$ cat src/core/rsfp_defs.svh
// Overview of operation
// - end delimiter not stored, later bytes dropped
// - one check byte after delimiter, then end
// - verification constants compared, result in status
// - verify mismatch completes with status 74
// - stored field byte never flags an error
// - start delimiter mismatch writes 7, keeps waiting
// - after finish, software restarts the receive
// - skip drops bytes, at most 99 in a row
// - check value over start byte to check field
// - check start position from byte 1 to 15
// - five check formulas selectable
// - addition keeps only the low digits
// - negated sum gives two raw bytes
// - optional binary to ASCII hex conversion
// - check code is one or two bytes
// - check mismatch writes an error code
// - status 32 while waiting, 64 when done without error
`ifndef RSFP_DEFS_SVH
`define RSFP_DEFS_SVH
// ==========================================================
// register map, byte addresses
`define RSFP_OFF_CTRL     8'h00
`define RSFP_OFF_STATUS   8'h04
`define RSFP_OFF_FMT      8'h40
`define RSFP_OFF_CAP      8'h80
`define RSFP_REGION_MSK   8'hC0
// ==========================================================
// control fields
`define RSFP_CTRL_START   0
`define RSFP_CTRL_CS_LSB  1
`define RSFP_CTRL_FRM_LSB 5
`define RSFP_CTRL_ASCII   8
`define RSFP_CTRL_TWO     9
`define RSFP_CTRL_SD_LSB  10
`define RSFP_CS_RST       4'h1
`define RSFP_FRM_RST      3'h0
`define RSFP_SD_MAX       3'h5
// ==========================================================
// status fields and codes
`define RSFP_STAT_DONE    8
`define RSFP_STAT_CNT_LSB 16
`define RSFP_CODE_WAIT    8'h20
`define RSFP_CODE_DONE    8'h40
`define RSFP_CODE_START   8'h07
`define RSFP_CODE_VERIFY  8'h4A
`define RSFP_CODE_CHECK   8'h48
`define RSFP_SKIP_MAX     8'h63
`define RSFP_NUM_ENT      16
`endif

$ cat src/core/rsfp_pkg.sv
`default_nettype none
package rsfp_pkg;
   typedef enum logic [0:0] {
      ST_IDLE = 1'b0,
      ST_RUN  = 1'b1
   } rsfp_state_t;
   typedef enum logic [2:0] {
      FLD_END    = 3'b000,
      FLD_CONST  = 3'b001,
      FLD_DATA   = 3'b010,
      FLD_SKIP   = 3'b011,
      FLD_ENDDLM = 3'b100,
      FLD_CHECK  = 3'b101
   } rsfp_field_t;
   typedef enum logic [2:0] {
      FRM_XOR = 3'b000,
      FRM_ADD = 3'b001,
      FRM_NEG = 3'b010,
      FRM_LRC = 3'b011,
      FRM_CRC = 3'b100
   } rsfp_formula_t;
endpackage : rsfp_pkg
`default_nettype wire

$ cat src/core/rsfp_parser.sv
// Design decisions made here: the register offsets and the Wishbone slave port.
`default_nettype none
`include "rsfp_defs.svh"
module rsfp_parser
   import rsfp_pkg::*;
(
   input  wire logic        CLK,
   input  wire logic        RESET,
   input  wire logic        WB_CYC_I,
   input  wire logic        WB_STB_I,
   input  wire logic        WB_WE_I,
   input  wire logic [7:0]  WB_ADR_I,
   input  wire logic [3:0]  WB_SEL_I,
   input  wire logic [31:0] WB_DAT_I,
   output logic      [31:0] WB_DAT_O,
   output logic             WB_ACK_O,
   input  wire logic [7:0]  RX_DATA,
   input  wire logic        RX_VALID,
   output logic             RX_DONE,
   output logic      [7:0]  RX_STATUS
);
   rsfp_state_t   state_ff;
   logic [4:0]    idx_ff;
   logic [7:0]    cnt_ff;
   logic [7:0]    pos_ff;
   logic [7:0]    status_ff;
   logic          done_ff;
   logic          verr_ff;
   logic          cerr_ff;
   logic          ack_ff;
   logic [31:0]   rdat_ff;
   logic [3:0]    cs_ff;
   logic [2:0]    frm_ff;
   logic          ascii_ff;
   logic          two_ff;
   logic [2:0]    sd_ff;
   logic [4:0]    cap_ptr_ff;
   logic [7:0]    cap_ff [`RSFP_NUM_ENT];
   logic          acc;
   logic          wr_en;
   logic          start_req;
   logic [10:0]   ent;
   logic [10:0]   ent_wb;
   rsfp_field_t   ent_type;
   logic [7:0]    ent_val;
   logic [7:0]    eff_cnt;
   logic          fld_end;
   logic          take;
   logic          is_sd;
   logic          sd_bad;
   logic          field_last;
   logic [15:0]   code;
   logic [7:0]    exp_byte;
   logic          feed;
   logic          calc_clear;

   // ==========================================================
   // wishbone slave: ack one cycle after the request, writes land on the acked edge
   assign acc   = WB_CYC_I && WB_STB_I;
   assign wr_en = acc && WB_WE_I && ack_ff;
   assign start_req = wr_en && (WB_ADR_I == `RSFP_OFF_CTRL) && WB_SEL_I[0] && WB_DAT_I[`RSFP_CTRL_START];

   always_ff @(posedge CLK) begin
      if (RESET) begin
         ack_ff <= 1'b0;
      end else begin
         ack_ff <= acc && !ack_ff;
      end
   end

   always_ff @(posedge CLK) begin
      if (RESET) begin
         rdat_ff <= 32'h00000000;
      end else if (acc && !ack_ff) begin
         if (WB_ADR_I == `RSFP_OFF_CTRL) begin
            rdat_ff <= {19'h00000, sd_ff, two_ff, ascii_ff, frm_ff, cs_ff, 1'b0};
         end else if (WB_ADR_I == `RSFP_OFF_STATUS) begin
            rdat_ff <= {8'h00, pos_ff, 7'h00, done_ff, status_ff};
         end else if ((WB_ADR_I & `RSFP_REGION_MSK) == `RSFP_OFF_FMT) begin
            rdat_ff <= {16'h0000, ent_wb[10:3], 5'h00, ent_wb[2:0]};
         end else if ((WB_ADR_I & `RSFP_REGION_MSK) == `RSFP_OFF_CAP) begin
            rdat_ff <= {24'h000000, cap_ff[WB_ADR_I[5:2]]};
         end else begin
            rdat_ff <= 32'h00000000;
         end
      end
   end

   assign WB_ACK_O = ack_ff;
   assign WB_DAT_O = rdat_ff;

   // ==========================================================
   // configuration, a zero start position is forced to one
   always_ff @(posedge CLK) begin
      if (RESET) begin
         cs_ff    <= `RSFP_CS_RST;
         frm_ff   <= `RSFP_FRM_RST;
         ascii_ff <= 1'b0;
         two_ff   <= 1'b0;
         sd_ff    <= 3'h0;
      end else if (wr_en && WB_ADR_I == `RSFP_OFF_CTRL) begin
         if (WB_SEL_I[0]) begin
            cs_ff  <= (WB_DAT_I[`RSFP_CTRL_CS_LSB +: 4] == 4'h0) ? `RSFP_CS_RST : WB_DAT_I[`RSFP_CTRL_CS_LSB +: 4];
            frm_ff <= WB_DAT_I[`RSFP_CTRL_FRM_LSB +: 3];
         end
         if (WB_SEL_I[1]) begin
            ascii_ff <= WB_DAT_I[`RSFP_CTRL_ASCII];
            two_ff   <= WB_DAT_I[`RSFP_CTRL_TWO];
            sd_ff    <= (WB_DAT_I[`RSFP_CTRL_SD_LSB +: 3] > `RSFP_SD_MAX) ? `RSFP_SD_MAX
                                                                          : WB_DAT_I[`RSFP_CTRL_SD_LSB +: 3];
         end
      end
   end

   // ==========================================================
   // format table; rewriting it mid frame is allowed but not sensible
   rsfp_fmt_table u_table (
      .clk     (CLK),
      .reset   (RESET),
      .we      (wr_en && ((WB_ADR_I & `RSFP_REGION_MSK) == `RSFP_OFF_FMT) && WB_SEL_I[0] && WB_SEL_I[1]),
      .waddr   (WB_ADR_I[5:2]),
      .wdata   ({WB_DAT_I[15:8], WB_DAT_I[2:0]}),
      .raddr_a (idx_ff[3:0]),
      .raddr_b (WB_ADR_I[5:2]),
      .rdata_a (ent),
      .rdata_b (ent_wb)
   );

   assign ent_type = rsfp_field_t'(ent[2:0]);
   assign ent_val  = ent[10:3];
   assign eff_cnt  = (ent_val > `RSFP_SKIP_MAX) ? `RSFP_SKIP_MAX : ((ent_val == 8'h00) ? 8'h01 : ent_val);
   assign fld_end  = idx_ff[4] || (ent_type == FLD_END);
   assign take     = (state_ff == ST_RUN) && RX_VALID && !fld_end;
   assign is_sd    = (idx_ff < {2'b00, sd_ff}) && (ent_type == FLD_CONST);
   assign sd_bad   = take && is_sd && (RX_DATA != ent_val);
   assign exp_byte = (two_ff && cnt_ff == 8'h00) ? code[15:8] : code[7:0];

   always_comb begin
      case (ent_type)
         FLD_DATA:   field_last = (cnt_ff == eff_cnt - 8'h01);
         FLD_SKIP:   field_last = (cnt_ff == eff_cnt - 8'h01);
         FLD_CHECK:  field_last = (cnt_ff == {7'h00, two_ff});
         FLD_ENDDLM: field_last = (RX_DATA == ent_val);
         default:    field_last = 1'b1;
      endcase
   end

   // ==========================================================
   // check value, fed from the start position up to the byte before the check field
   assign calc_clear = (start_req && state_ff == ST_IDLE) || sd_bad;
   assign feed = take && !sd_bad && (ent_type != FLD_CHECK) && ({4'h0, cs_ff} <= pos_ff + 8'h01);

   rsfp_check_calc u_calc (
      .clk        (CLK),
      .reset      (RESET),
      .clear      (calc_clear),
      .feed       (feed),
      .din        (RX_DATA),
      .formula    (rsfp_formula_t'(frm_ff)),
      .conv_ascii (ascii_ff),
      .code       (code)
   );

   // ==========================================================
   // frame walk; after completion only a new start request reopens reception
   always_ff @(posedge CLK) begin
      if (RESET) begin
         state_ff  <= ST_IDLE;
         idx_ff    <= 5'h00;
         cnt_ff    <= 8'h00;
         pos_ff    <= 8'h00;
         status_ff <= 8'h00;
         done_ff   <= 1'b0;
         verr_ff   <= 1'b0;
         cerr_ff   <= 1'b0;
      end else begin
         case (state_ff)
            ST_IDLE: begin
               if (start_req) begin
                  state_ff  <= ST_RUN;
                  idx_ff    <= 5'h00;
                  cnt_ff    <= 8'h00;
                  pos_ff    <= 8'h00;
                  status_ff <= `RSFP_CODE_WAIT;
                  done_ff   <= 1'b0;
                  verr_ff   <= 1'b0;
                  cerr_ff   <= 1'b0;
               end
            end
            ST_RUN: begin
               if (fld_end) begin
                  state_ff <= ST_IDLE;
                  done_ff  <= 1'b1;
                  if (verr_ff) begin
                     status_ff <= `RSFP_CODE_VERIFY;
                  end else if (cerr_ff) begin
                     status_ff <= `RSFP_CODE_CHECK;
                  end else begin
                     status_ff <= `RSFP_CODE_DONE;
                  end
               end else if (sd_bad) begin
                  idx_ff    <= 5'h00;
                  cnt_ff    <= 8'h00;
                  pos_ff    <= 8'h00;
                  status_ff <= `RSFP_CODE_START;
               end else if (take) begin
                  pos_ff <= pos_ff + 8'h01;
                  if (ent_type == FLD_CONST && !is_sd && RX_DATA != ent_val) begin
                     verr_ff <= 1'b1;
                  end
                  if (ent_type == FLD_CHECK && RX_DATA != exp_byte) begin
                     cerr_ff <= 1'b1;
                  end
                  if (field_last) begin
                     idx_ff <= idx_ff + 5'h01;
                     cnt_ff <= 8'h00;
                  end else if (ent_type != FLD_ENDDLM) begin
                     cnt_ff <= cnt_ff + 8'h01;
                  end
               end
            end
            default: state_ff <= ST_IDLE;
         endcase
      end
   end

   // ==========================================================
   // stored fields only; delimiters, constants, skips and check bytes never land here
   always_ff @(posedge CLK) begin
      if (RESET) begin
         cap_ptr_ff <= 5'h00;
      end else if (start_req && state_ff == ST_IDLE) begin
         cap_ptr_ff <= 5'h00;
      end else if (take && !sd_bad && ent_type == FLD_DATA && !cap_ptr_ff[4]) begin
         cap_ptr_ff <= cap_ptr_ff + 5'h01;
      end
   end

   // cleared on reset so an unused slot reads zero rather than unknown
   always_ff @(posedge CLK) begin
      if (RESET) begin
         cap_ff <= '{default: 8'h00};
      end else if (take && !sd_bad && ent_type == FLD_DATA && !cap_ptr_ff[4]) begin
         cap_ff[cap_ptr_ff[3:0]] <= RX_DATA;
      end
   end

   assign RX_DONE   = done_ff;
   assign RX_STATUS = status_ff;
endmodule : rsfp_parser
`default_nettype wire

$ cat src/core/rsfp_fmt_table.sv
`default_nettype none
`include "rsfp_defs.svh"
module rsfp_fmt_table
   import rsfp_pkg::*;
(
   input  wire logic        clk,
   input  wire logic        reset,
   input  wire logic        we,
   input  wire logic [3:0]  waddr,
   input  wire logic [10:0] wdata,
   input  wire logic [3:0]  raddr_a,
   input  wire logic [3:0]  raddr_b,
   output logic      [10:0] rdata_a,
   output logic      [10:0] rdata_b
);
   // ==========================================================
   // entry storage: value in [10:3], field kind in [2:0]
   logic [10:0] ent_ff [`RSFP_NUM_ENT];

   genvar gi;
   generate
      for (gi = 0; gi < `RSFP_NUM_ENT; gi++) begin : g_ent
         always_ff @(posedge clk) begin
            if (reset) begin
               ent_ff[gi] <= 11'h000;
            end else if (we && (waddr == 4'(gi))) begin
               ent_ff[gi] <= wdata;
            end
         end
      end
   endgenerate

   assign rdata_a = ent_ff[raddr_a];
   assign rdata_b = ent_ff[raddr_b];
endmodule : rsfp_fmt_table
`default_nettype wire

$ cat src/core/rsfp_check_calc.sv
`default_nettype none
module rsfp_check_calc
   import rsfp_pkg::*;
(
   input  wire logic          clk,
   input  wire logic          reset,
   input  wire logic          clear,
   input  wire logic          feed,
   input  wire logic [7:0]    din,
   input  wire rsfp_formula_t formula,
   input  wire logic          conv_ascii,
   output logic      [15:0]   code
);
   logic [7:0]  x_ff;
   logic [15:0] s_ff;
   logic [15:0] c_ff;
   logic [7:0]  v8;

   function automatic logic [15:0] crc_step(input logic [15:0] c, input logic [7:0] d);
      logic [15:0] r;
      r = c ^ {8'h00, d};
      for (int k = 0; k < 8; k++) begin
         r = r[0] ? ((r >> 1) ^ 16'hA001) : (r >> 1);
      end
      return r;
   endfunction : crc_step

   function automatic logic [7:0] hex_char(input logic [3:0] n);
      return (n < 4'hA) ? (8'h30 + {4'h0, n}) : (8'h37 + {4'h0, n});
   endfunction : hex_char

   // ==========================================================
   // accumulators, all formulas run in parallel
   always_ff @(posedge clk) begin
      if (reset || clear) begin
         x_ff <= 8'h00;
         s_ff <= 16'h0000;
         c_ff <= 16'hFFFF;
      end else if (feed) begin
         x_ff <= x_ff ^ din;
         s_ff <= s_ff + {8'h00, din};
         c_ff <= crc_step(c_ff, din);
      end
   end

   // ==========================================================
   // code as it must appear on the line; low byte is the last one received
   always_comb begin
      case (formula)
         FRM_ADD: v8 = s_ff[7:0];
         FRM_LRC: v8 = 8'h00 - s_ff[7:0];
         FRM_CRC: v8 = c_ff[7:0];
         default: v8 = x_ff;
      endcase
      if (formula == FRM_NEG) begin
         code = 16'h0000 - s_ff;
      end else if (formula == FRM_CRC && !conv_ascii) begin
         code = {c_ff[7:0], c_ff[15:8]};
      end else if (conv_ascii) begin
         code = {hex_char(v8[7:4]), hex_char(v8[3:0])};
      end else begin
         code = {8'h00, v8};
      end
   end
endmodule : rsfp_check_calc
`default_nettype wire

$ cat config.mk
export PLATFORM = sky130hd
export DESIGN_NAME = rsfp_parser
export DESIGN_NICKNAME = d
export VERILOG_FILES = /design/src/core/rsfp_pkg.sv /design/src/core/rsfp_parser.sv /design/src/core/rsfp_fmt_table.sv /design/src/core/rsfp_check_calc.sv
export VERILOG_INCLUDE_DIRS = /design/src /design/src/core
export SDC_FILE = /design/constraint.sdc
export NUM_CORES = 1
export LEC_CHECK = 0
export BUFFER_PORTS_ARGS = -buffer_cell sky130_fd_sc_hd__buf_2
export CORE_MARGIN = 2
export CORE_UTILIZATION = 48
export CTS_CLUSTER_DIAMETER = 120
export DETAILED_ROUTE_END_ITERATION = 10
export PLACE_DENSITY = 0.71
export SLEW_MARGIN = 20
export SYNTH_ARGS = -nofsm -noshare
export SYNTH_HDL_FRONTEND = slang
export SYNTH_SLANG_ARGS = --single-unit
$ cat constraint.sdc
create_clock -name CLK -period 4.2 [get_ports CLK]
set_clock_uncertainty 0.05 [all_clocks]
set_input_delay 0.84 -clock CLK [delete_from_list [all_inputs] [get_ports CLK]]
set_output_delay 0.84 -clock CLK [all_outputs]
set_load 0.005 [all_outputs]
Word level (Yosys, flattened, before mapping)
Memories as Yosys holds them, arrays and structs flattened. A register that Yosys moved wholly into a read port is not among the register bits.
Index checks and enable logic that the tools add are counted.
{ "word_totals": {"regBits": 251, "input_bits": 58, "n_memories": 1, "ram_bits": 176} }
{ "op_classes": {"n_reduce_logical": 69, "bitwise_logic": 29, "n_eq_ne": 45, "magnitude_cmp": 9, "n_mux": 137, "addsub": 12} }
{ "mem_list": {"columns": ["name", "words", "word_bits", "rd", "rd_clocked_by_memory_dff", "wr", "line", "text"], "rows": [
  ["u_table.ent_ff", 16, 11, 2, 1, 16, "rsfp_fmt_table.sv:18", "logic [10:0] ent_ff [`RSFP_NUM_ENT];"]
]} }
{ "ops": {"columns": ["op", "count"], "rows": [
  ["16-bit 2-to-1 mux", 12],
  ["11-bit 2-to-1 mux", 16],
  ["8-bit 2-to-1 mux", 21],
  ["128-bit bitwise mux", 1],
  ["1-bit 2-to-1 mux", 62],
  ["24-bit 2-to-1 mux", 2],
  ["8-bit case mux with 2 select lines", 3],
  ["1-bit logical AND", 43],
  ["8-bit binary-select mux with 4-bit select", 1],
  ["8-bit demux with 4-bit select", 1],
  ["4-bit == test, second input constant", 8],
  ["6-bit by 4-bit adder with 7-bit output, first input constant", 4],
  ["5-bit 2-to-1 mux", 5],
  ["8-bit logical NOT", 3],
  ["2-bit NOT with 3-bit output", 8],
  ["8-bit case mux with 3 select lines", 1],
  ["4-bit 2-to-1 mux", 5],
  ["16-bit by 8-bit adder with 16-bit output", 1],
  ["8-bit by 1-bit adder with 8-bit output, second input constant", 2],
  ["4-bit by 3-bit == test with 1-bit output, second input constant", 4],
  ["8-bit == test", 2],
  ["8-bit inequality test", 2],
  ["1-bit bitwise OR", 16],
  ["1-bit by 16-bit subtractor with 16-bit output, first input constant", 1],
  ["41 further kinds", 77]
]} }

Depth between registers and ports, before layout
{ "depth": {"ltp_word": 17, "mapped_depth": 18} }

Cells and area by module
A second synthesis with hierarchy kept.
{ "hier_totals": {"cells_unflattened": 2038, "area_unflattened_um2": 22820.6} }
{ "by_module_without_submodules": {"columns": ["mod", "cells_per_inst", "n_inst", "area_per_inst_um2"], "rows": [
  ["rsfp_parser", 1023, 1, 10015.9],
  ["rsfp_fmt_table", 619, 1, 9641.7],
  ["rsfp_check_calc", 396, 1, 3163.0]
]} }

Worst setup path after synthesis
OpenSTA, ideal clock, no wires.
{ "synth_timing": {"kind": "register to register", "startpoint": "reg with a tool-made name", "endpoint": "reg with a tool-made name", "path_stages_with_launch": 18, "period_less_slack_ns": 4.302, "setup_slack_ns": -0.102, "t_arrival_ns": 4.131, "path_buffers": 3, "cell_sequence": "dfxtp_1 > buf_2 > buf_6 > buf_2 > mux4_2 > a22oi_1 > and2_1 > nand3_1 > a21oi_1 > and2_1 > ha_1 > inv_1 > or4_1 > a31oi_1 > xnor2_1 > and4b_1 > o21ai_1 > a221o_1"} }

==> Flow_metrics.wiki <==
{| class="wikitable"
! Metric !! Value
|-
| Vias after detailed routing || 17000
|-
| Global route overflow || 0
|-
| Number of cells traversed by the worst hold path || 2
|-
| Synth-to-Final Area Change || 14.5%
|-
| Initial antenna violation count || 3
|-
| Leakage power summed over all cells || approximately 10 nW
|-
| Area fraction in and, or, nand and nor cells after synthesis || approximately 18%
|-
| Required time of the critical path || between 4 and 5 ns
|-
| Final period utilization || 100%
|-
| Clock root buffer || sky130_fd_sc_hd__clkbuf_16
|-
| Die area || between 0.04 and 0.05 mm2
|-
| Number of design rule violations left after detail routing || 0
|-
| Area used by multi-input combinational logic || roughly 0.012 mm2
|-
| Post-DP HPWL || about 46000 um
|-
| Area share of fa/ha/maj cells after synthesis || roughly 1.5%
|-
| Cell Chain, Critical Path || buf_12, buf_12, mux4_2, a22oi_2, nand2_1, nor2_2, a41oi_2, and2_4, ha_4, xor2_2, a32oi_1, a41oi_1, o2111ai_1, nor4_1, buf_4, and4b_2, o21ai_2, a221o_1
|-
| RSZ-0062 raised after global routing || true
|-
| YS warnings || 0
|-
| Largest net degree at the start of global routing || 89
|-
| Post-synthesis mux area share || a little over a fifth
|-
| Clock latency at the later pin of the worst-skew pair || a little under 0.6 ns
|-
| Final-report setup violation count || 1
|-
| Global-route wire length before repair || 97200 um
|-
| Total detailed-routing wirelength || 63000 um
|-
| Placed instance area || around 0.024 mm2
|-
| Share of flip-flops with an asynchronous set or reset || 0%
|-
| Total number of placement rows || ~80
|-
| Share of the yosys chip area belonging to registers || approximately 45%
|-
| Time the worst path needs with I/O delays and setup || between 4 and 5 ns
|-
| Hold crit path type || flop to flop
|-
| Count of nets left with antenna violations after detail routing || 0
|-
| Final weighted congestion of routability-driven global placement || ~0.95
|-
| Combined area of all synthesized cells || between 0.02 and 0.025 mm2
|-
| Total Neg Setup Slack || -0.00188 ns
|-
| Worst IR Drop VDD || 0.251 mV
|-
| Total core area || around 0.047 mm2
|-
| Horizontal die dimension || around 220 um
|-
| Flop and latch count out of synthesis || 420
|-
| Count of buffers from port buffering || roughly 70
|-
| Max-slew violation count || 0
|-
| Clock Path Buffers || 3
|-
| Power density over the cells || 341 mW/mm2
|-
| CP Data Arrival Time || 4.60 ns
|-
| Total I/O pin count || 100
|-
| Via-to-Cell Ratio || approximately 6.0
|-
| Clk sinks || 420
|-
| Path depth of the worst reg2reg path || 18
|-
| Clock-pin slew of the registers on the worst-case setup and hold paths || approximately 0.06 ns
|-
| Most used flip-flop cell after synthesis || sky130_fd_sc_hd__dfxtp_1
|-
| Netlist cell types || between 80 and 90
|-
| Tightest Pin Transition || around 1 ns
|-
| Routed wire per std cell || 22.2 um
|-
| Placed instance count || roughly 2700
|-
| Layout Cell Area excl Fill || around 0.026 mm2
|-
| CTS HTree Levels || 2
|-
| Most numerous cell on the critical path || sky130_fd_sc_hd__buf_12
|-
| Total area of sequential cells || around 0.010 mm2
|-
| Type of destination of the critical path || flop
|-
| Total routing usage reported by global routing || around a quarter
|-
| CP max-delay cell || sky130_fd_sc_hd__mux4_2
|-
| Net count, final || about 2300
|-
| Cells after Synth || between 2000 and 2500
|-
| Classification of the worst setup path || flop to flop
|-
| Delay of the slowest cell on the worst path || 0.55 ns
|-
| Number of detailed-route iterations in the first pass || 5
|-
| Max-slew headroom at the worst pin || approximately a third
|-
| Number of DRC markers after the initial detailed-route iteration || roughly 1900
|-
| Clock buffers created by TritonCTS || between 40 and 50
|-
| Post-synthesis xor/xnor area fraction || roughly 3.2%
|-
| Result of the run || complete, but fails checks
|-
| Worst Setup Start Kind || flop
|-
| Final hold viol count || 0
|-
| Dominant combinational cell family by area after synthesis || multiplexers
|-
| Die H || between 200 and 250 um
|-
| Mean cell area of the mapped netlist || around 11 um2
|-
| Initial Utilization || 48.8%
|-
| Maximum capacitance violations || 0
|-
| Worst Path Max Fanout || 8
|-
| Layout cell share with drive strength beyond 1 || between 20% and 30%
|-
| Number of enable flip-flop cells after synthesis || between 150 and 200
|-
| TritonCTS clock tree || done
|-
| Maximum clock frequency || between 200 and 250 MHz
|-
| Share of the synthesized area in compound gates (AO/OA/AOI/OAI) || 7.93%
|-
| PnR worst setup slack || -0.00188 ns
|-
| Fill count || 3875
|-
| Violations in the final reports || setup timing
|-
| Non-Filler Instances || between 2000 and 3000
|-
| Via count of the first global-routing pass || roughly 17000
|}
==> kinds of logic after synthesis <==
kind of cell,after synthesis
and+or+nand+nor,778
DFF,420
muxes,301
AOI/OAI and AO/OA,275
buffers and inverters,216
xor gates and xnor gates,82
adders and majority gates,27
other,1
==> Yosys cell counts, types with 7 or more instances <==
cell type	instances	share of area [%]
sky130_fd_sc_hd__buf_2	28	0.62
sky130_fd_sc_hd__nor2b_1	20	0.55
sky130_fd_sc_hd__edfxtp_1	176	23
sky130_fd_sc_hd__nand4_1	12	0.33
sky130_fd_sc_hd__a31oi_1	15	0.41
sky130_fd_sc_hd__and2_1	192	5.3
sky130_fd_sc_hd__o211ai_1	10	0.33
sky130_fd_sc_hd__nand2_1	125	2.1
sky130_fd_sc_hd__nor4_1	9	0.25
sky130_fd_sc_hd__a21o_1	8	0.26
sky130_fd_sc_hd__a22oi_1	19	0.63
sky130_fd_sc_hd__nand3_1	42	0.92
sky130_fd_sc_hd__nor3_1	33	0.72
sky130_fd_sc_hd__dfxtp_1	244	21
sky130_fd_sc_hd__nor2_1	250	4.1
sky130_fd_sc_hd__mux2i_1	157	6.9
sky130_fd_sc_hd__nand4b_1	10	0.38
sky130_fd_sc_hd__a211oi_1	13	0.43
sky130_fd_sc_hd__nand3b_1	7	0.23
sky130_fd_sc_hd__o31ai_1	8	0.26
sky130_fd_sc_hd__buf_4	13	0.43
sky130_fd_sc_hd__and3_1	14	0.38
sky130_fd_sc_hd__o21ai_0	59	1.3
sky130_fd_sc_hd__ha_1	26	1.4
sky130_fd_sc_hd__a221oi_1	9	0.35
sky130_fd_sc_hd__inv_1	39	0.64
sky130_fd_sc_hd__clkbuf_1	118	1.9
sky130_fd_sc_hd__xnor2_1	44	1.7
sky130_fd_sc_hd__buf_1	12	0.20
sky130_fd_sc_hd__nand2b_1	15	0.41
sky130_fd_sc_hd__xor2_1	38	1.5
sky130_fd_sc_hd__a21oi_1	73	1.6
sky130_fd_sc_hd__mux4_2	139	14
==> power breakdown <==
part	total, mW	internal (mW)	switching (mW)
combinational	0.573	0.230	0.343
sequential	4.34	4.30	0.0397
clock	3.97	2.29	1.67
==> metrics by stage <==
step	utilization [%]	hold WS (ns)	setup slack, ns	power, mW
2_1_floorplan	-	0.379	0.0264	4.78
3_3_place_gp	52.0	0.385	-0.0589	4.97
3_5_place_dp	52.0	0.396	-0.0682	4.99
4_1_cts	55.3	0.404	0.000247	8.91
5_1_grt	55.9	0.411	-0.205	9.12
6_report	55.9	0.402	-0.00188	8.88
==> critical path, delay by kind of cell (launching register included) <==
family / cells / cell delay, ns
buffers and inverters: 3 / 0.44
flip-flops: 1 / 0.38
AND/OR/NAND/NOR: 5 / 0.98
XOR/XNOR: 1 / 0.15
adder cells (fa/ha/maj): 1 / 0.27
multiplexers: 1 / 0.55
AO/OA/AOI/OAI: 7 / 1.27
==> path summary, 6_finish.rpt <==
check	slack, ns	endpoint	start
min	0.40	cap_ff[3]	cap_ff[3]
max reg2reg	-0.002	flop	flop
max	-0.002	flop	flop
min reg2reg	0.40	cap_ff[3]	cap_ff[3]
==> state kept, by name (all words and copies together) (netlist names), 8 cells and up, named ones only <==
register / count
cnt_ff: 8
u_table.ent_ff: 176
u_calc.x_ff: 8
u_calc.c_ff: 16
pos_ff: 8
WB_DAT_O: 24
u_calc.s_ff: 16
cap_ff: 128
==> routing by layer <==
layer  share of wire (%)  wire, um  up-vias  track usage (%)
li1                    -         -     7804                -
met1                  40     25400     8301             32.9
met2                  49     30700      713             42.4
met3                 6.8      4290      135             3.59
met4                 4.2      2620        0             11.1
met5                   0         0        -                0
==> cell usage in the layout (no fill, tap or decap), types with 50 or more instances in the layout <==
master,netlist,layout
sky130_fd_sc_hd__and2_1,192,187
sky130_fd_sc_hd__nor2_1,250,247
sky130_fd_sc_hd__buf_4,13,129
sky130_fd_sc_hd__nand2_1,125,123
sky130_fd_sc_hd__dfxtp_1,244,242
sky130_fd_sc_hd__a21oi_1,73,72
sky130_fd_sc_hd__mux2i_1,157,157
sky130_fd_sc_hd__mux4_2,139,139
sky130_fd_sc_hd__buf_2,28,68
sky130_fd_sc_hd__clkbuf_16,0,50
sky130_fd_sc_hd__edfxtp_1,176,176
==> cell type report <==
type	instances	area share (%)
clock buffers	58	4.94
diodes	3	0.0288
flip-flops and latches	420	39.0
repair buffers	217	6.39
multi-input cells	1473	45.5
clock inverters	23	0.696
inverters	39	0.561
well taps	607	2.91
==> repair_timing <==
action	4_1_cts	5_1_grt
pin swaps	1	22
gates resized for setup	10	29
hold buffers	0	0
gates cloned	0	2
buffers inserted	1	13
hold endpoints to repair	0	0
endpoints found under the setup margin	7	40
No activity file was read; power rests on OpenSTA's default activity.
